`config.mk`:
```
export PLATFORM = sky130hd
export DESIGN_NAME = dxs_channel
export DESIGN_NICKNAME = d
export VERILOG_FILES = /design/src/dxs_word_assembler.v /design/src/dxs_channel.v
export VERILOG_INCLUDE_DIRS = /design/src
export SDC_FILE = /design/constraint.sdc
export NUM_CORES = 1
export LEC_CHECK = 0
export ABC_AREA = 1
export BUFFER_PORTS_ARGS = -buffer_cell sky130_fd_sc_hd__clkbuf_2
export CAP_MARGIN = 20
export CORE_MARGIN = 5
export CORE_UTILIZATION = 54
export CTS_BUF_LIST = sky130_fd_sc_hd__clkbuf_8
export DETAILED_ROUTE_END_ITERATION = 7
export PLACE_DENSITY_LB_ADDON = 0.25
export SYNTH_ARGS = -nofsm -noshare
export SYNTH_HDL_FRONTEND = slang
export SYNTH_SLANG_ARGS = --single-unit
```
`constraint.sdc`:
```
create_clock -name ref_clk_in -period 13.6 [get_ports ref_clk_in]
set_input_delay 1.36 -clock ref_clk_in [delete_from_list [all_inputs] [get_ports ref_clk_in]]
set_output_delay 1.36 -clock ref_clk_in [all_outputs]
set_load 0.02 [all_outputs]
```
`src/dxs_map.vh`:
```
// Constants for the steered-oscillator channel logic.
// Assumes a 40 MHz system clock and a host writing control words byte by byte.
`ifndef DXS_MAP_VH
`define DXS_MAP_VH
`define DXS_FCW_W 42
`define DXS_FCW_REG_W 48
`define DXS_PCW_W 32
`define DXS_TMR_W 16
`define DXS_TRIG_W 16
`define DXS_FCW_BYTES 6
`define DXS_PCW_BYTES 4
`define DXS_CLK_HZ 40000000
`define DXS_TICK_MS 1
`define DXS_MODE_TRACK 2'h0
`define DXS_MODE_EXTLF 2'h1
`define DXS_MODE_WFREQ 2'h2
`define DXS_MODE_WPHASE 2'h3
`define DXS_SEL_FCW 2'h0
`define DXS_SEL_PCW 2'h1
`define DXS_SEL_STEP 2'h2
`endif

```
`src/dxs_word_assembler.v`:
```
// Byte-wise word assembler: collects bytes in a shadow, commits on final byte.
// Assumes byte writes arrive as single-cycle strobes on the system clock.
`timescale 1ns/1ps
module dxs_word_assembler #(
    parameter W = 48,
    parameter NB = 6
) (
    // Clock and reset
    input wire ref_clk_in,
    input wire rst_in,
    // Byte write
    input wire wr_in,
    input wire [7:0] data_in,
    input wire [3:0] idx_in,
    // Committed word
    output reg [W-1:0] word_out,
    output reg commit_out
);
    localparam [3:0] NB_L = NB;
    reg [NB*8-1:0] shadow_q;
    wire last;
    assign last = (idx_in == NB_L - 4'h1);
    always @(posedge ref_clk_in or posedge rst_in) begin
        if (rst_in) begin
            shadow_q <= {NB*8{1'b0}};
            word_out <= {W{1'b0}};
            commit_out <= 1'b0;
        end else begin
            commit_out <= 1'b0;
            if (wr_in && idx_in < NB_L) begin
                shadow_q[idx_in*8 +: 8] <= data_in;
                if (last) begin
                    // Whole word moves at once so steering never sees a torn value
                    word_out <= {data_in, shadow_q[NB*8-9:0]};
                    commit_out <= 1'b1;
                end
            end
        end
    end
endmodule // dxs_word_assembler

```
`src/dxs_channel.v`:
```
// One steered-oscillator channel: picks the divider steering word per mode.
// Assumes loop filter, phase detector and output dividers are outside.
`timescale 1ns/1ps
`include "dxs_map.vh"
module dxs_channel #(
    parameter CH = 0,
    parameter TICK_CYC = `DXS_CLK_HZ / 1000 * `DXS_TICK_MS
) (
    // Clock and reset
    input wire ref_clk_in,
    input wire rst_in,
    // Host byte writes
    input wire wr_in,
    input wire [1:0] wr_sel_in,
    input wire [3:0] wr_idx_in,
    input wire [7:0] wr_data_in,
    // Control
    input wire [1:0] mode_in,
    input wire [`DXS_TMR_W-1:0] phase_timer_ms_in,
    input wire phase_timer_en_in,
    input wire phase_timer_hold_in,
    input wire [`DXS_TRIG_W-1:0] trig_inc_in,
    input wire [`DXS_TRIG_W-1:0] trig_dec_in,
    input wire trig_wr_in,
    input wire pin_inc_in,
    input wire pin_dec_in,
    input wire coarse_wr_in,
    input wire [15:0] coarse_phase_in,
    // From internal loop
    input wire [`DXS_FCW_W-1:0] loop_fcw_in,
    input wire loop_update_in,
    input wire [`DXS_PCW_W-1:0] phase_err_in,
    input wire all_refs_lost_in,
    // Steering and status
    output reg [`DXS_FCW_W-1:0] divider_steer_out,
    output reg [`DXS_PCW_W-1:0] filter_phase_out,
    output reg [`DXS_PCW_W-1:0] phase_err_read_out,
    output reg [15:0] coarse_phase_out,
    output reg coarse_jump_out,
    output reg holdover_out,
    output reg [`DXS_FCW_W-1:0] cum_fcw_out
);
    localparam [`DXS_FCW_W-1:0] MAXV = {1'b0, {(`DXS_FCW_W-1){1'b1}}};
    localparam [`DXS_FCW_W-1:0] MINV = {1'b1, {(`DXS_FCW_W-1){1'b0}}};
    localparam [31:0] TICK_N = TICK_CYC;

    wire [`DXS_FCW_REG_W-1:0] fcw_word;
    wire fcw_commit;
    wire [`DXS_PCW_W-1:0] pcw_word;
    wire pcw_commit;
    wire [`DXS_FCW_REG_W-1:0] step_word;

    ////////////////////////////////////////////////////////////////////////
    dxs_word_assembler #(.W(`DXS_FCW_REG_W), .NB(`DXS_FCW_BYTES)) u_fcw (
        .ref_clk_in(ref_clk_in),
        .rst_in(rst_in),
        .wr_in(wr_in && wr_sel_in == `DXS_SEL_FCW),
        .data_in(wr_data_in),
        .idx_in(wr_idx_in),
        .word_out(fcw_word),
        .commit_out(fcw_commit)
    );
    // Phase word has its own four-byte shadow so byte order maps straight onto bits
    dxs_word_assembler #(.W(`DXS_PCW_W), .NB(`DXS_PCW_BYTES)) u_pcw (
        .ref_clk_in(ref_clk_in),
        .rst_in(rst_in),
        .wr_in(wr_in && wr_sel_in == `DXS_SEL_PCW),
        .data_in(wr_data_in),
        .idx_in(wr_idx_in),
        .word_out(pcw_word),
        .commit_out(pcw_commit)
    );
    dxs_word_assembler #(.W(`DXS_FCW_REG_W), .NB(`DXS_FCW_BYTES)) u_step (
        .ref_clk_in(ref_clk_in),
        .rst_in(rst_in),
        .wr_in(wr_in && wr_sel_in == `DXS_SEL_STEP),
        .data_in(wr_data_in),
        .idx_in(wr_idx_in),
        .word_out(step_word),
        .commit_out()
    );

    ////////////////////////////////////////////////////////////////////////
    // Pins cross domains: two flops before use, then rising-edge detect
    reg [1:0] inc_sync_q;
    reg [1:0] dec_sync_q;
    reg inc_prev_q;
    reg dec_prev_q;
    always @(posedge ref_clk_in or posedge rst_in) begin
        if (rst_in) begin
            inc_sync_q <= 2'h0;
            dec_sync_q <= 2'h0;
            inc_prev_q <= 1'b0;
            dec_prev_q <= 1'b0;
        end else begin
            inc_sync_q <= {inc_sync_q[0], pin_inc_in};
            dec_sync_q <= {dec_sync_q[0], pin_dec_in};
            inc_prev_q <= inc_sync_q[1];
            dec_prev_q <= dec_sync_q[1];
        end
    end
    wire pin_inc = inc_sync_q[1] & ~inc_prev_q;
    wire pin_dec = dec_sync_q[1] & ~dec_prev_q;
    wire do_inc = (trig_wr_in & trig_inc_in[CH]) | pin_inc;
    wire do_dec = (trig_wr_in & trig_dec_in[CH]) | pin_dec;

    ////////////////////////////////////////////////////////////////////////
    // Cumulative word, saturating one bit wider
    reg [`DXS_FCW_W-1:0] cum_d;
    reg [`DXS_FCW_W:0] sum;
    wire [`DXS_FCW_W-1:0] step = step_word[`DXS_FCW_W-1:0];
    always @* begin
        cum_d = cum_fcw_out;
        sum = {cum_fcw_out[`DXS_FCW_W-1], cum_fcw_out};
        if (fcw_commit)
            cum_d = fcw_word[`DXS_FCW_W-1:0];
        else if (do_inc != do_dec) begin
            if (do_inc)
                sum = sum + {step[`DXS_FCW_W-1], step};
            else
                sum = sum - {step[`DXS_FCW_W-1], step};
            if (sum[`DXS_FCW_W] != sum[`DXS_FCW_W-1])
                cum_d = sum[`DXS_FCW_W] ? MINV : MAXV;
            else
                cum_d = sum[`DXS_FCW_W-1:0];
        end
    end

    ////////////////////////////////////////////////////////////////////////
    // Phase word timer: millisecond prescaler and 16-bit down count
    reg [31:0] pre_q;
    reg [`DXS_TMR_W-1:0] ms_q;
    reg tmr_run_q;
    reg [`DXS_PCW_W-1:0] pcw_q;
    reg pcw_hold_q;
    wire tick = (pre_q == TICK_N - 32'h1);
    wire expire = tmr_run_q && tick && ms_q == {`DXS_TMR_W{1'b0}};
    always @(posedge ref_clk_in or posedge rst_in) begin
        if (rst_in) begin
            pre_q <= 32'h0;
            ms_q <= {`DXS_TMR_W{1'b0}};
            tmr_run_q <= 1'b0;
            pcw_q <= {`DXS_PCW_W{1'b0}};
            pcw_hold_q <= 1'b0;
            cum_fcw_out <= {`DXS_FCW_W{1'b0}};
        end else begin
            cum_fcw_out <= cum_d;
            pre_q <= (tick || pcw_commit) ? 32'h0 : pre_q + 32'h1;
            if (pcw_commit) begin
                pcw_q <= pcw_word;
                // An expiry in the same cycle as a new word still sets holdover
                pcw_hold_q <= expire && phase_timer_hold_in;
                ms_q <= phase_timer_ms_in - 16'h1;
                tmr_run_q <= phase_timer_en_in && phase_timer_ms_in != 16'h0;
            end else if (expire) begin
                tmr_run_q <= 1'b0;
                if (phase_timer_hold_in)
                    pcw_hold_q <= 1'b1;
                else
                    pcw_q <= {`DXS_PCW_W{1'b0}};
            end else if (tmr_run_q && tick)
                ms_q <= ms_q - 16'h1;
        end
    end

    ////////////////////////////////////////////////////////////////////////
    // Steering selection per mode
    always @(posedge ref_clk_in or posedge rst_in) begin
        if (rst_in) begin
            divider_steer_out <= {`DXS_FCW_W{1'b0}};
            filter_phase_out <= {`DXS_PCW_W{1'b0}};
            phase_err_read_out <= {`DXS_PCW_W{1'b0}};
            coarse_phase_out <= 16'h0;
            coarse_jump_out <= 1'b0;
            holdover_out <= 1'b0;
        end else begin
            coarse_jump_out <= coarse_wr_in;
            if (coarse_wr_in)
                coarse_phase_out <= coarse_phase_in;
            holdover_out <= 1'b0;
            case (mode_in)
            `DXS_MODE_TRACK: begin
                filter_phase_out <= phase_err_in;
                if (all_refs_lost_in)
                    holdover_out <= 1'b1;
                else if (loop_update_in)
                    divider_steer_out <= loop_fcw_in;
            end
            `DXS_MODE_EXTLF: begin
                if (loop_update_in)
                    phase_err_read_out <= phase_err_in;
                divider_steer_out <= cum_fcw_out;
            end
            `DXS_MODE_WFREQ: begin
                // Word-level update only; the divider absorbs it on its own edge
                divider_steer_out <= cum_fcw_out;
            end
            default: begin
                filter_phase_out <= pcw_q;
                holdover_out <= pcw_hold_q;
                if (loop_update_in && !pcw_hold_q)
                    divider_steer_out <= loop_fcw_in;
            end
            endcase
        end
    end
endmodule // dxs_channel

```
# After elaboration in Yosys (flattened, before gate mapping)
# Cells that the tools add are included.
dict set report op_classes {
  add_sub_neg 6
  magnitude_cmp 2
  n_eq_ne 13
  shifts 4
  n_mux 33
  n_bitwise 8
  n_reduce_logical 31
}
# cell count
set op_table {}
lappend op_table {{$mux 42} 7}
lappend op_table {{$mux 43} 3}
lappend op_table {{$mux 32} 4}
lappend op_table {{$bwmux 48} 2}
lappend op_table {{$pmux 42 s2} 1}
lappend op_table {{$pmux 32 s2} 1}
lappend op_table {{$mux 16} 3}
lappend op_table {{$shift 8x34->48 const A} 1}
lappend op_table {{$shiftx 8x34->48} 1}
lappend op_table {{$add 42x42->43} 1}
lappend op_table {{$sub 42x42->43} 1}
lappend op_table {{$neg 7->34} 1}
lappend op_table {{$shift 8x34->32 const A} 1}
lappend op_table {{$shiftx 8x34->32} 1}
lappend op_table {{$add 32x1->32 const B} 1}
lappend op_table {{$bwmux 32} 1}
lappend op_table {{$eq 32x16->1 const B} 1}
lappend op_table {{$sub 16x1->16 const B} 2}
lappend op_table {{$logic_not 16->1} 1}
lappend op_table {{$reduce_bool 16->1} 1}
lappend op_table {{$reduce_and 2->1} 7}
lappend op_table {{$logic_and 1x1->1} 11}
lappend op_table {{$mux 1} 10}
lappend op_table {{$lt 4x3->1 const B} 2}
lappend op_table {{18 further kinds} 32}
dict set report totals {
  regBits 500
  inputBits 165
  output_inout_bits 166
  word_cells 121
}

# Longest topological paths before layout
# Gate-level depths: netlist (run 1).
dict set report depth {
  depth_word 10
  mapped_depth 31
  mapped_depth_nobuf 30
}

# Cells and area by module
# From an unflattened synthesis (run 1), not the netlist that was laid out.
dict set report hier_totals {
  hier_cells 3450
  area_unflattened_um2 26915.8
}
# mod instances cells_each area_per_inst_um2 seq_area_each_um2
set modules_own_cells {}
lappend modules_own_cells {dxs_channel 1 2230 16453.3 6356.1}
lappend modules_own_cells {{dxs_word_assembler at u_fcw} 1 473 4025.1 2227.1}
lappend modules_own_cells {{dxs_word_assembler at u_step} 1 458 3955.0 2227.1}
lappend modules_own_cells {{dxs_word_assembler at u_pcw} 1 289 2482.4 1426.4}

# Least setup slack after synthesis (run 1)
# OpenSTA, ideal clock, no wires.
dict set report synth_path {
  path_type {input port to flip-flop}
  startpoint {in trig_wr_in}
  endpoint {reg cum_fcw_out[1]}
  setup_ns 0.117
  arrival_time_ns 3.979
  required_time_ns 13.483
  path_slack_ns 9.504
  stages 22
  n_path_buf 3
  path_cell_list {nand2_1 -> nand2_1 -> inv_1 -> buf_2 -> clkbuf_1 -> o31ai_1 -> xor2_1 -> ha_1 -> nand2_1 -> nor2_1 -> inv_1 -> nor2_1 -> nand2_1 -> nor2_1 -> nand2_1 -> nand4_1 -> nand2_1 -> a21oi_4 -> buf_6 -> nand2_1 -> nand2_1 -> nand2_1}
}
dict set report synth_between {
  elab_chain_cells 9
  elab_cells_between_ends 14
}
# element line_no
set synth_rtl {}
lappend synth_rtl {{start: declaration} dxs_channel.v:24} ;# input wire trig_wr_in,
lappend synth_rtl {{$and 1x1->1} dxs_channel.v:104} ;# wire do_inc = (trig_wr_in & trig_inc_in[CH]) | pin_inc;
lappend synth_rtl {{$or 1x1->1} dxs_channel.v:104}
lappend synth_rtl {{$mux 43} dxs_channel.v:118} ;# if (do_inc)
lappend synth_rtl {{$mux 43} dxs_channel.v:117} ;# else if (do_inc != do_dec) begin
lappend synth_rtl {{$mux 43} dxs_channel.v:115} ;# if (fcw_commit)
lappend synth_rtl {{$mux 42 / $ne 1x1->1 (equally long branches)} {dxs_channel.v:123, dxs_channel.v:122}}
lappend synth_rtl {{$mux 42} dxs_channel.v:122} ;# if (sum[`DXS_FCW_W] != sum[`DXS_FCW_W-1])
lappend synth_rtl {{$mux 42} dxs_channel.v:117}
lappend synth_rtl {{$mux 42} dxs_channel.v:115}
lappend synth_rtl {{end signal: assignment} dxs_channel.v:145} ;# cum_fcw_out <= {`DXS_FCW_W{1'b0}};
lappend synth_rtl {{end signal: assignment} dxs_channel.v:147} ;# cum_fcw_out <= cum_d;
lappend synth_rtl {{end: declaration} dxs_channel.v:41} ;# output reg [`DXS_FCW_W-1:0] cum_fcw_out
# Several ways; a longest one is shown, not always the timed one. The select of a mux whose other input is x is not followed.
# A chain may end at the register's enable or synchronous reset.

# Worst setup path after layout (run 1)
dict set report layout_path {
  startpoint {in trig_wr_in}
  endpoint {reg cum_fcw_out[17]}
}
# Same word-level chain as after synthesis.

==> results of run 1 <==
-- worst paths after layout --
path | start | slack (ns) | depth (start not counted) | endpoint
worst max-delay path | trig_wr_in | 8.38 | 21 | cum_fcw_out[17]
worst min-delay path | inc_sync_q[0] | 0.35 | 0 | inc_sync_q[1]
worst max register to register | u_step.word_out[0] | 8.47 | 28 | cum_fcw_out[17]
worst min register to register | inc_sync_q[0] | 0.35 | 0 | inc_sync_q[1]
max in group asynchronous | rst_in | 9.76 | 5 | divider_steer_out[21]
min in group asynchronous | rst_in | 0.84 | 2 | coarse_phase_out[11]
-- logic make-up after synthesis --
kind of cell    count (synthesis)  synth area share
flops                         476            0.4827
xor+xnor                       87           0.03119
fa+ha+maj                      54           0.02769
buf+inv                       422           0.06785
mux                            28           0.01278
compound gates                534            0.1227
simple gates                 1539            0.2551
-- sequential cells by signal, summed over array words and instances (netlist names), 40 cells and up --
signal             flops
u_fcw.word_out        42
u_fcw.shadow_q        40
u_step.shadow_q       40
divider_steer_out     42
u_step.word_out       42
cum_fcw_out           42
-- layout make-up --
type / instances / share of cell area
Sequential cell: 476 / 0.4197
Inverter: 303 / 0.04020
Clock inverter: 39 / 0.01248
Antenna cell: 2 / 0.0001763
Multi-Input combinational cell: 2242 / 0.3915
Tap cell: 600 / 0.02645
Clock buffer: 99 / 0.04801
Timing Repair Buffer: 323 / 0.06154
-- power by group through the flow --
stage | clock network, mW | logic, mW | registers (mW)
3_3_place_gp | 0 | 1.81 | 1.82
4_1_cts | 1.40 | 1.85 | 1.81
3_5_place_dp | 0 | 1.84 | 1.83
5_1_grt | 1.46 | 2.07 | 1.83
2_1_floorplan | 0 | 1.19 | 1.90
6_report | 1.37 | 1.86 | 1.82
-- metal layers --
metal / track usage / vias up / wire [um]
met3: 0.04324 / 118 / 4875
li1: - / 10690 / -
met5: 0 / - / 0
met2: 0.4400 / 697 / 32440
met1: 0.4080 / 10540 / 32280
met4: 0.07431 / 0 / 1541
-- Yosys cell counts, types with 10 or more instances --
cell | number | area share
sky130_fd_sc_hd__nor4_1 | 10 | 0.0025
sky130_fd_sc_hd__a22o_1 | 32 | 0.011
sky130_fd_sc_hd__mux2_2 | 28 | 0.013
sky130_fd_sc_hd__a31oi_1 | 46 | 0.012
sky130_fd_sc_hd__inv_2 | 19 | 0.0029
sky130_fd_sc_hd__o31ai_1 | 15 | 0.0046
sky130_fd_sc_hd__o21a_1 | 11 | 0.0033
sky130_fd_sc_hd__nor3_1 | 32 | 0.0065
sky130_fd_sc_hd__o21ai_0 | 287 | 0.058
sky130_fd_sc_hd__nand2_1 | 1048 | 0.16
sky130_fd_sc_hd__xnor2_1 | 14 | 0.0050
sky130_fd_sc_hd__nand4_1 | 32 | 0.0081
sky130_fd_sc_hd__inv_1 | 282 | 0.043
sky130_fd_sc_hd__ha_1 | 53 | 0.027
sky130_fd_sc_hd__a21oi_1 | 101 | 0.020
sky130_fd_sc_hd__dfrtp_1 | 476 | 0.48
sky130_fd_sc_hd__nor2_1 | 262 | 0.040
sky130_fd_sc_hd__nand3_1 | 95 | 0.019
sky130_fd_sc_hd__nor2_2 | 15 | 0.0038
sky130_fd_sc_hd__xor2_1 | 72 | 0.026
sky130_fd_sc_hd__o21bai_1 | 12 | 0.0037
sky130_fd_sc_hd__clkbuf_1 | 88 | 0.013
-- worst max-delay path, cell delays in order --
cell	delay, ns
sky130_fd_sc_hd__clkbuf_2	0.09
sky130_fd_sc_hd__nand2_1	0.06
sky130_fd_sc_hd__nand2_1	0.05
sky130_fd_sc_hd__buf_4	0.20
sky130_fd_sc_hd__inv_1	0.64
sky130_fd_sc_hd__o21ai_0	0.24
sky130_fd_sc_hd__xor2_1	0.36
sky130_fd_sc_hd__ha_1	0.40
sky130_fd_sc_hd__a21oi_1	0.30
sky130_fd_sc_hd__nand2_1	0.12
sky130_fd_sc_hd__nand2_1	0.07
sky130_fd_sc_hd__nand2_1	0.07
sky130_fd_sc_hd__a21oi_1	0.31
sky130_fd_sc_hd__nand3_1	0.16
sky130_fd_sc_hd__nand2_1	0.09
sky130_fd_sc_hd__nand2_1	0.08
sky130_fd_sc_hd__a21oi_4	0.48
sky130_fd_sc_hd__buf_4	0.40
sky130_fd_sc_hd__nand2_1	0.09
sky130_fd_sc_hd__nand2_1	0.09
sky130_fd_sc_hd__nand2_1	0.05
==> run_results.csv, run 1 <==
group,metric,value,unit
status,run_status,"completed",
critical_path,worst-path-max-fanout,29,
floorplan,design.portCount,331,
placed_design,placed_cells_incl_taps,3941,
critical_path,setup.worst_path.start_class,"input port",
finish,multi_input_area,0.01111,mm^2
timing,unrepaired_setup_endpoints_after_global_routing,"false",
grt,grt_pass1_wl,112800,um
placed_design,dpl.hpwl,52890,um
synth,yosys_warnings,0,
drt,first_pass_iters,6,
drt,routed_wl,71140,um
drt,dr_total_vias,22050,
pwr,vdd_drop_max,0.09008,mV
pwr,sw_frac_of_total,0.4066,
floorplan,core.rowCount,78,
grt,grt_antenna_before_repair,2,
pwr,power.internal,2.990,mW
grt,grt_max_degree,108,
finish,most_frequent_cells_in_the_layout,"1047 x sky130_fd_sc_hd__nand2_1, 476 x sky130_fd_sc_hd__dfrtp_1, 305 x sky130_fd_sc_hd__inv_1",
clock_network,cts_resized,0,
timing,fmax,191.4,MHz
clock_network,clock_tree_buf_depth,3,
drt,routed_wire_length_per_instance,17.42,um
grt,gr-usage-all-layers,0.2790,
clock_network,holdBufCountCts,0,
finish,nNetsFinal,3645,
placed_design,placement.io_buffers,300,
timing,finalSetupViolCount,0,
synth,ys_dominant_reg_cell,"sky130_fd_sc_hd__dfrtp_1",
timing,slew_viol_final,0,
synth,synth_enable_flop_cells,0,
run,max-cap-violations,0,
clock_network,cts_root_buffer,"sky130_fd_sc_hd__clkbuf_8",
finish,final_common_cell,"sky130_fd_sc_hd__nand2_1",
clock_network,worst_skew_pair.late_latency,0.67,ns
synth,synth_area,0.02467,mm^2
clock_network,tritoncts.num_buffers,80,
grt,first_global_vias,21250,
timing,post_route_clock_period_utilization,0.3841,
pwr,power-per-cell-area,177.5,mW/mm^2
synth,async_flop_share,1.000,
drt,post_detailed_route_count_of_antenna_violating_nets,0,
floorplan,floorplan.die.width,223.8,um
finish,syn_to_final_growth,15.03,%
synth,synth.distinct_cells,55,
drt,drt_iter0_drc,1896,
floorplan,floorplan.core_area,0.04528,mm^2
timing,finalSetupTns,0,ns
timing,worst_hold_slack,0.3518,ns
clock_network,clock_tree_from_tritoncts,"yes",
synth,syn-num-nets,3359,
finish,nFillCells,4031,
synth,synth_seq_cells,476,
grt,grt_overflow_total,0,
critical_path,cp_data_arrival_time,5.78,ns
drt,viasPerCell,5.398,
synth,synth_seq_area_share,0.4827,
pwr,power.net_switching,2.049,mW
placed_design,place_ws,7.795,ns
placed_design,gpl.final_weighted_congestion,0.9623,
timing,postLayoutSetupSlackWorst,8.376,ns
pwr,power.share.clock,0.272,
timing,final_period_minus_worst_setup_slack,5.224,ns
synth,syn-mean-instance-area,7.858,um^2
placed_design,placement.cell_area,0.02658,mm^2
worst_hold_path,worst_hold_path_type,"flip-flop to flip-flop",
finish,final_util,0.6268,
floorplan,die_ht,223.8,um
finish,fin_cells,4084,
timing,final_hold_viol_count,0,
clock_network,numClockSinks,476,
critical_path,crit_required,14.15,ns
critical_path,end_kind,"flip-flop",
clock_network,post_cts_buffers,0,
drt,drc,0,
critical_path,setup.worst_path.class,"input port to flip-flop",
finish,final_layout_size_suffix_gt1_frac,0.1577,
pwr,leakage_power,15.01,nW
clock_network,clkSlewWorstSetupHoldPaths,0.06,ns
clock_network,htree_levels,3,
timing,worst_clock_skew,0.02286,ns
finish,final-seq-area,0.01191,mm^2
floorplan,initial_core_utilization,0.5449,
synth,syn_inst,3140,
timing,worst_slew_margin_relative_to_its_limit,0.3306,
pwr,total_power,5.039,mW
pwr,power.combinational.fraction,0.368,
timing,worst-slew-pin-transition,1.002,ns
floorplan,design.die.area,0.05007,mm^2
pwr,power.sequential.fraction,0.360,
finish,final_design_area_no_fill,0.02838,mm^2
Power figures use the tool's default switching activity.
==> inputs of run 2 (changes only) <==
Clock period 13.6 ns to 4.66 ns, I/O delays scaled along.
==> run_results.csv, run 2 (synthesis gave the netlist of run 1 again) <==
group,metric,value,unit
grt,gr-usage-all-layers,0.2810,
clock_network,tritoncts.num_buffers,79,
worst_hold_path,worst_hold_path_type,"input port to flip-flop",
finish,final_util,0.6286,
timing,final_hold_viol_count,0,
critical_path,path_common_cell,"sky130_fd_sc_hd__nand2_1",
clock_network,cts_root_buffer,"sky130_fd_sc_hd__clkbuf_8",
floorplan,initial_core_utilization,0.5449,
grt,gr-usage-met3,0.06762,
pwr,total_power,14.46,mW
grt,grt_overflow_total,0,
critical_path,worst-path-max-fanout,32,
run,max-cap-violations,0,
grt,grt_antenna_before_repair,1,
timing,finalSetupTns,0,ns
critical_path,end_kind,"flip-flop",
drt,drt_iter0_drc,2045,
drt,first_pass_iters,6,
clock_network,post_cts_buffers,0,
critical_path,crit_required,5.20,ns
placed_design,placed_cells_incl_taps,3947,
clock_network,numClockSinks,476,
critical_path,cp_data_arrival_time,4.84,ns
finish,final_layout_size_suffix_gt1_frac,0.1566,
floorplan,floorplan.die.width,223.8,um
clock_network,htree_levels,3,
drt,routed_wl,71140,um
grt,grt_pass1_wl,113300,um
placed_design,dpl.hpwl,53020,um
critical_path,setup.worst_path.class,"flip-flop to flip-flop",
floorplan,die_ht,223.8,um
pwr,leakage_power,15.04,nW
drt,viasPerCell,5.408,
pwr,power-per-cell-area,507.8,mW/mm^2
clock_network,clkSlewWorstSetupHoldPaths,0.06,ns
critical_path,setup.worst_path.start_class,"flip-flop",
timing,finalSetupViolCount,0,
floorplan,core.rowCount,78,
timing,final_period_minus_worst_setup_slack,4.302,ns
floorplan,design.portCount,331,
finish,syn_to_final_growth,15.37,%
finish,fin_cells,4102,
floorplan,floorplan.core_area,0.04528,mm^2
timing,unrepaired_setup_endpoints_after_global_routing,"false",
grt,grt_max_degree,133,
clock_network,clock_tree_buf_depth,3,
finish,nNetsFinal,3665,
placed_design,placement.io_buffers,300,
grt,grt_most_used_layer,"met2",
finish,final_common_cell,"sky130_fd_sc_hd__nand2_1",
timing,worst_clock_skew,0.02709,ns
grt,met1_usage,0.3970,
timing,worst_slew_margin_relative_to_its_limit,0.3448,
drt,dr_total_vias,22190,
critical_path,cp_slowest_cell,"sky130_fd_sc_hd__ha_1",
status,run_status,"completed",
clock_network,worst_skew_pair.late_latency,0.67,ns
floorplan,design.die.area,0.05007,mm^2
clock_network,clock_tree_from_tritoncts,"yes",
pwr,vdd_drop_max,0.3448,mV
grt,met2_usage,0.4331,
grt,first_global_vias,21510,
drt,post_detailed_route_count_of_antenna_violating_nets,0,
placed_design,gpl.final_weighted_congestion,0.9752,
finish,most_frequent_cells_in_the_layout,"1047 x sky130_fd_sc_hd__nand2_1, 476 x sky130_fd_sc_hd__dfrtp_1, 309 x sky130_fd_sc_hd__inv_1",
drt,drc,0,
timing,post_route_clock_period_utilization,0.9233,
timing,worst-slew-pin-transition,0.9827,ns
critical_path,crit_path_max_incr_delay,0.41,ns
drt,routed_wire_length_per_instance,17.34,um
timing,fmax,232.4,MHz
timing,slew_viol_final,0,
timing,worst_hold_slack,0.05686,ns
==> run 2: cell types whose count changed in the layout (fill, tap and decap cells not counted), sizes merged <==
| cell | delta |
|---|---|
| buf | +4 |
| bufinv | -4 |
| clkbuf | -4 |
| clkinv | +2 |
| clkinvlp | +1 |
| dlygate4sd3 | +17 |
| inv | +2 |
==> run 2: path summary, 6_finish.rpt <==
path,start,end,slack (ns),cells after the start
worst max register to register,u_step.word_out[0],cum_fcw_out[7],0.36,29
worst min-delay path,coarse_phase_in[8],coarse_phase_out[8],0.06,2
worst max-delay path,u_step.word_out[0],cum_fcw_out[7],0.36,29
worst min register to register,inc_sync_q[0],inc_sync_q[1],0.35,0
max in group asynchronous,rst_in,divider_steer_out[25],3.05,4
min in group asynchronous,rst_in,u_fcw.shadow_q[10],0.42,3
==> run 2: repair_timing <==
| action | in CTS | in global routing |
|---|---|---|
| hold endpoints to repair | 35 | 0 |
| hold buffers | 17 | 0 |
| setup endpoints to repair | 0 | 41 |
| gates resized for setup | 0 | 3 |
==> run 2: area by class of cell <==
type                    instances  area, um^2
fillers                      4003       16820
flip-flops and latches        476       11910
multi-input cells            2242       11120
repair buffers                344        1977
clock buffers                  95        1308
inverters                     303        1141
well taps                     600       750.7
clock inverters                40       259.0
diodes                          2       5.005
==> run 2: per-layer routing <==
| metal | up-vias | share of wire |
|---|---|---|
| met5 | - | 0 |
| met4 | 0 | 0.033 |
| met3 | 142 | 0.080 |
| met2 | 826 | 0.45 |
| met1 | 10490 | 0.44 |
| li1 | 10720 | - |
==> run 2: critical path: cells and delay by family (launching register included) <==
family	cells	cell delay, ns
compound gates	3	0.41
xor+xnor	1	0.19
fa+ha+maj	2	0.59
buf+inv	5	0.59
flops	1	0.40
simple gates	18	1.97
==> run 2: metrics by stage <==
stage | area [um^2] | setup WS, ns
after floorplan | 24680 | -2.255
after global placement | 26660 | 0.4841
after global routing | 28470 | 0.01104
after detailed placement | 26690 | 0.3527
final | 28470 | 0.3576
after CTS | 28430 | 0.3207
==> run 2: report_power, final <==
part	internal [mW]	total, mW	leakage, nW	switching [mW]
combinational	1.86	5.51	8.00	3.65
sequential	4.67	5.29	6.13	0.615
clock	1.96	3.66	0.906	1.69
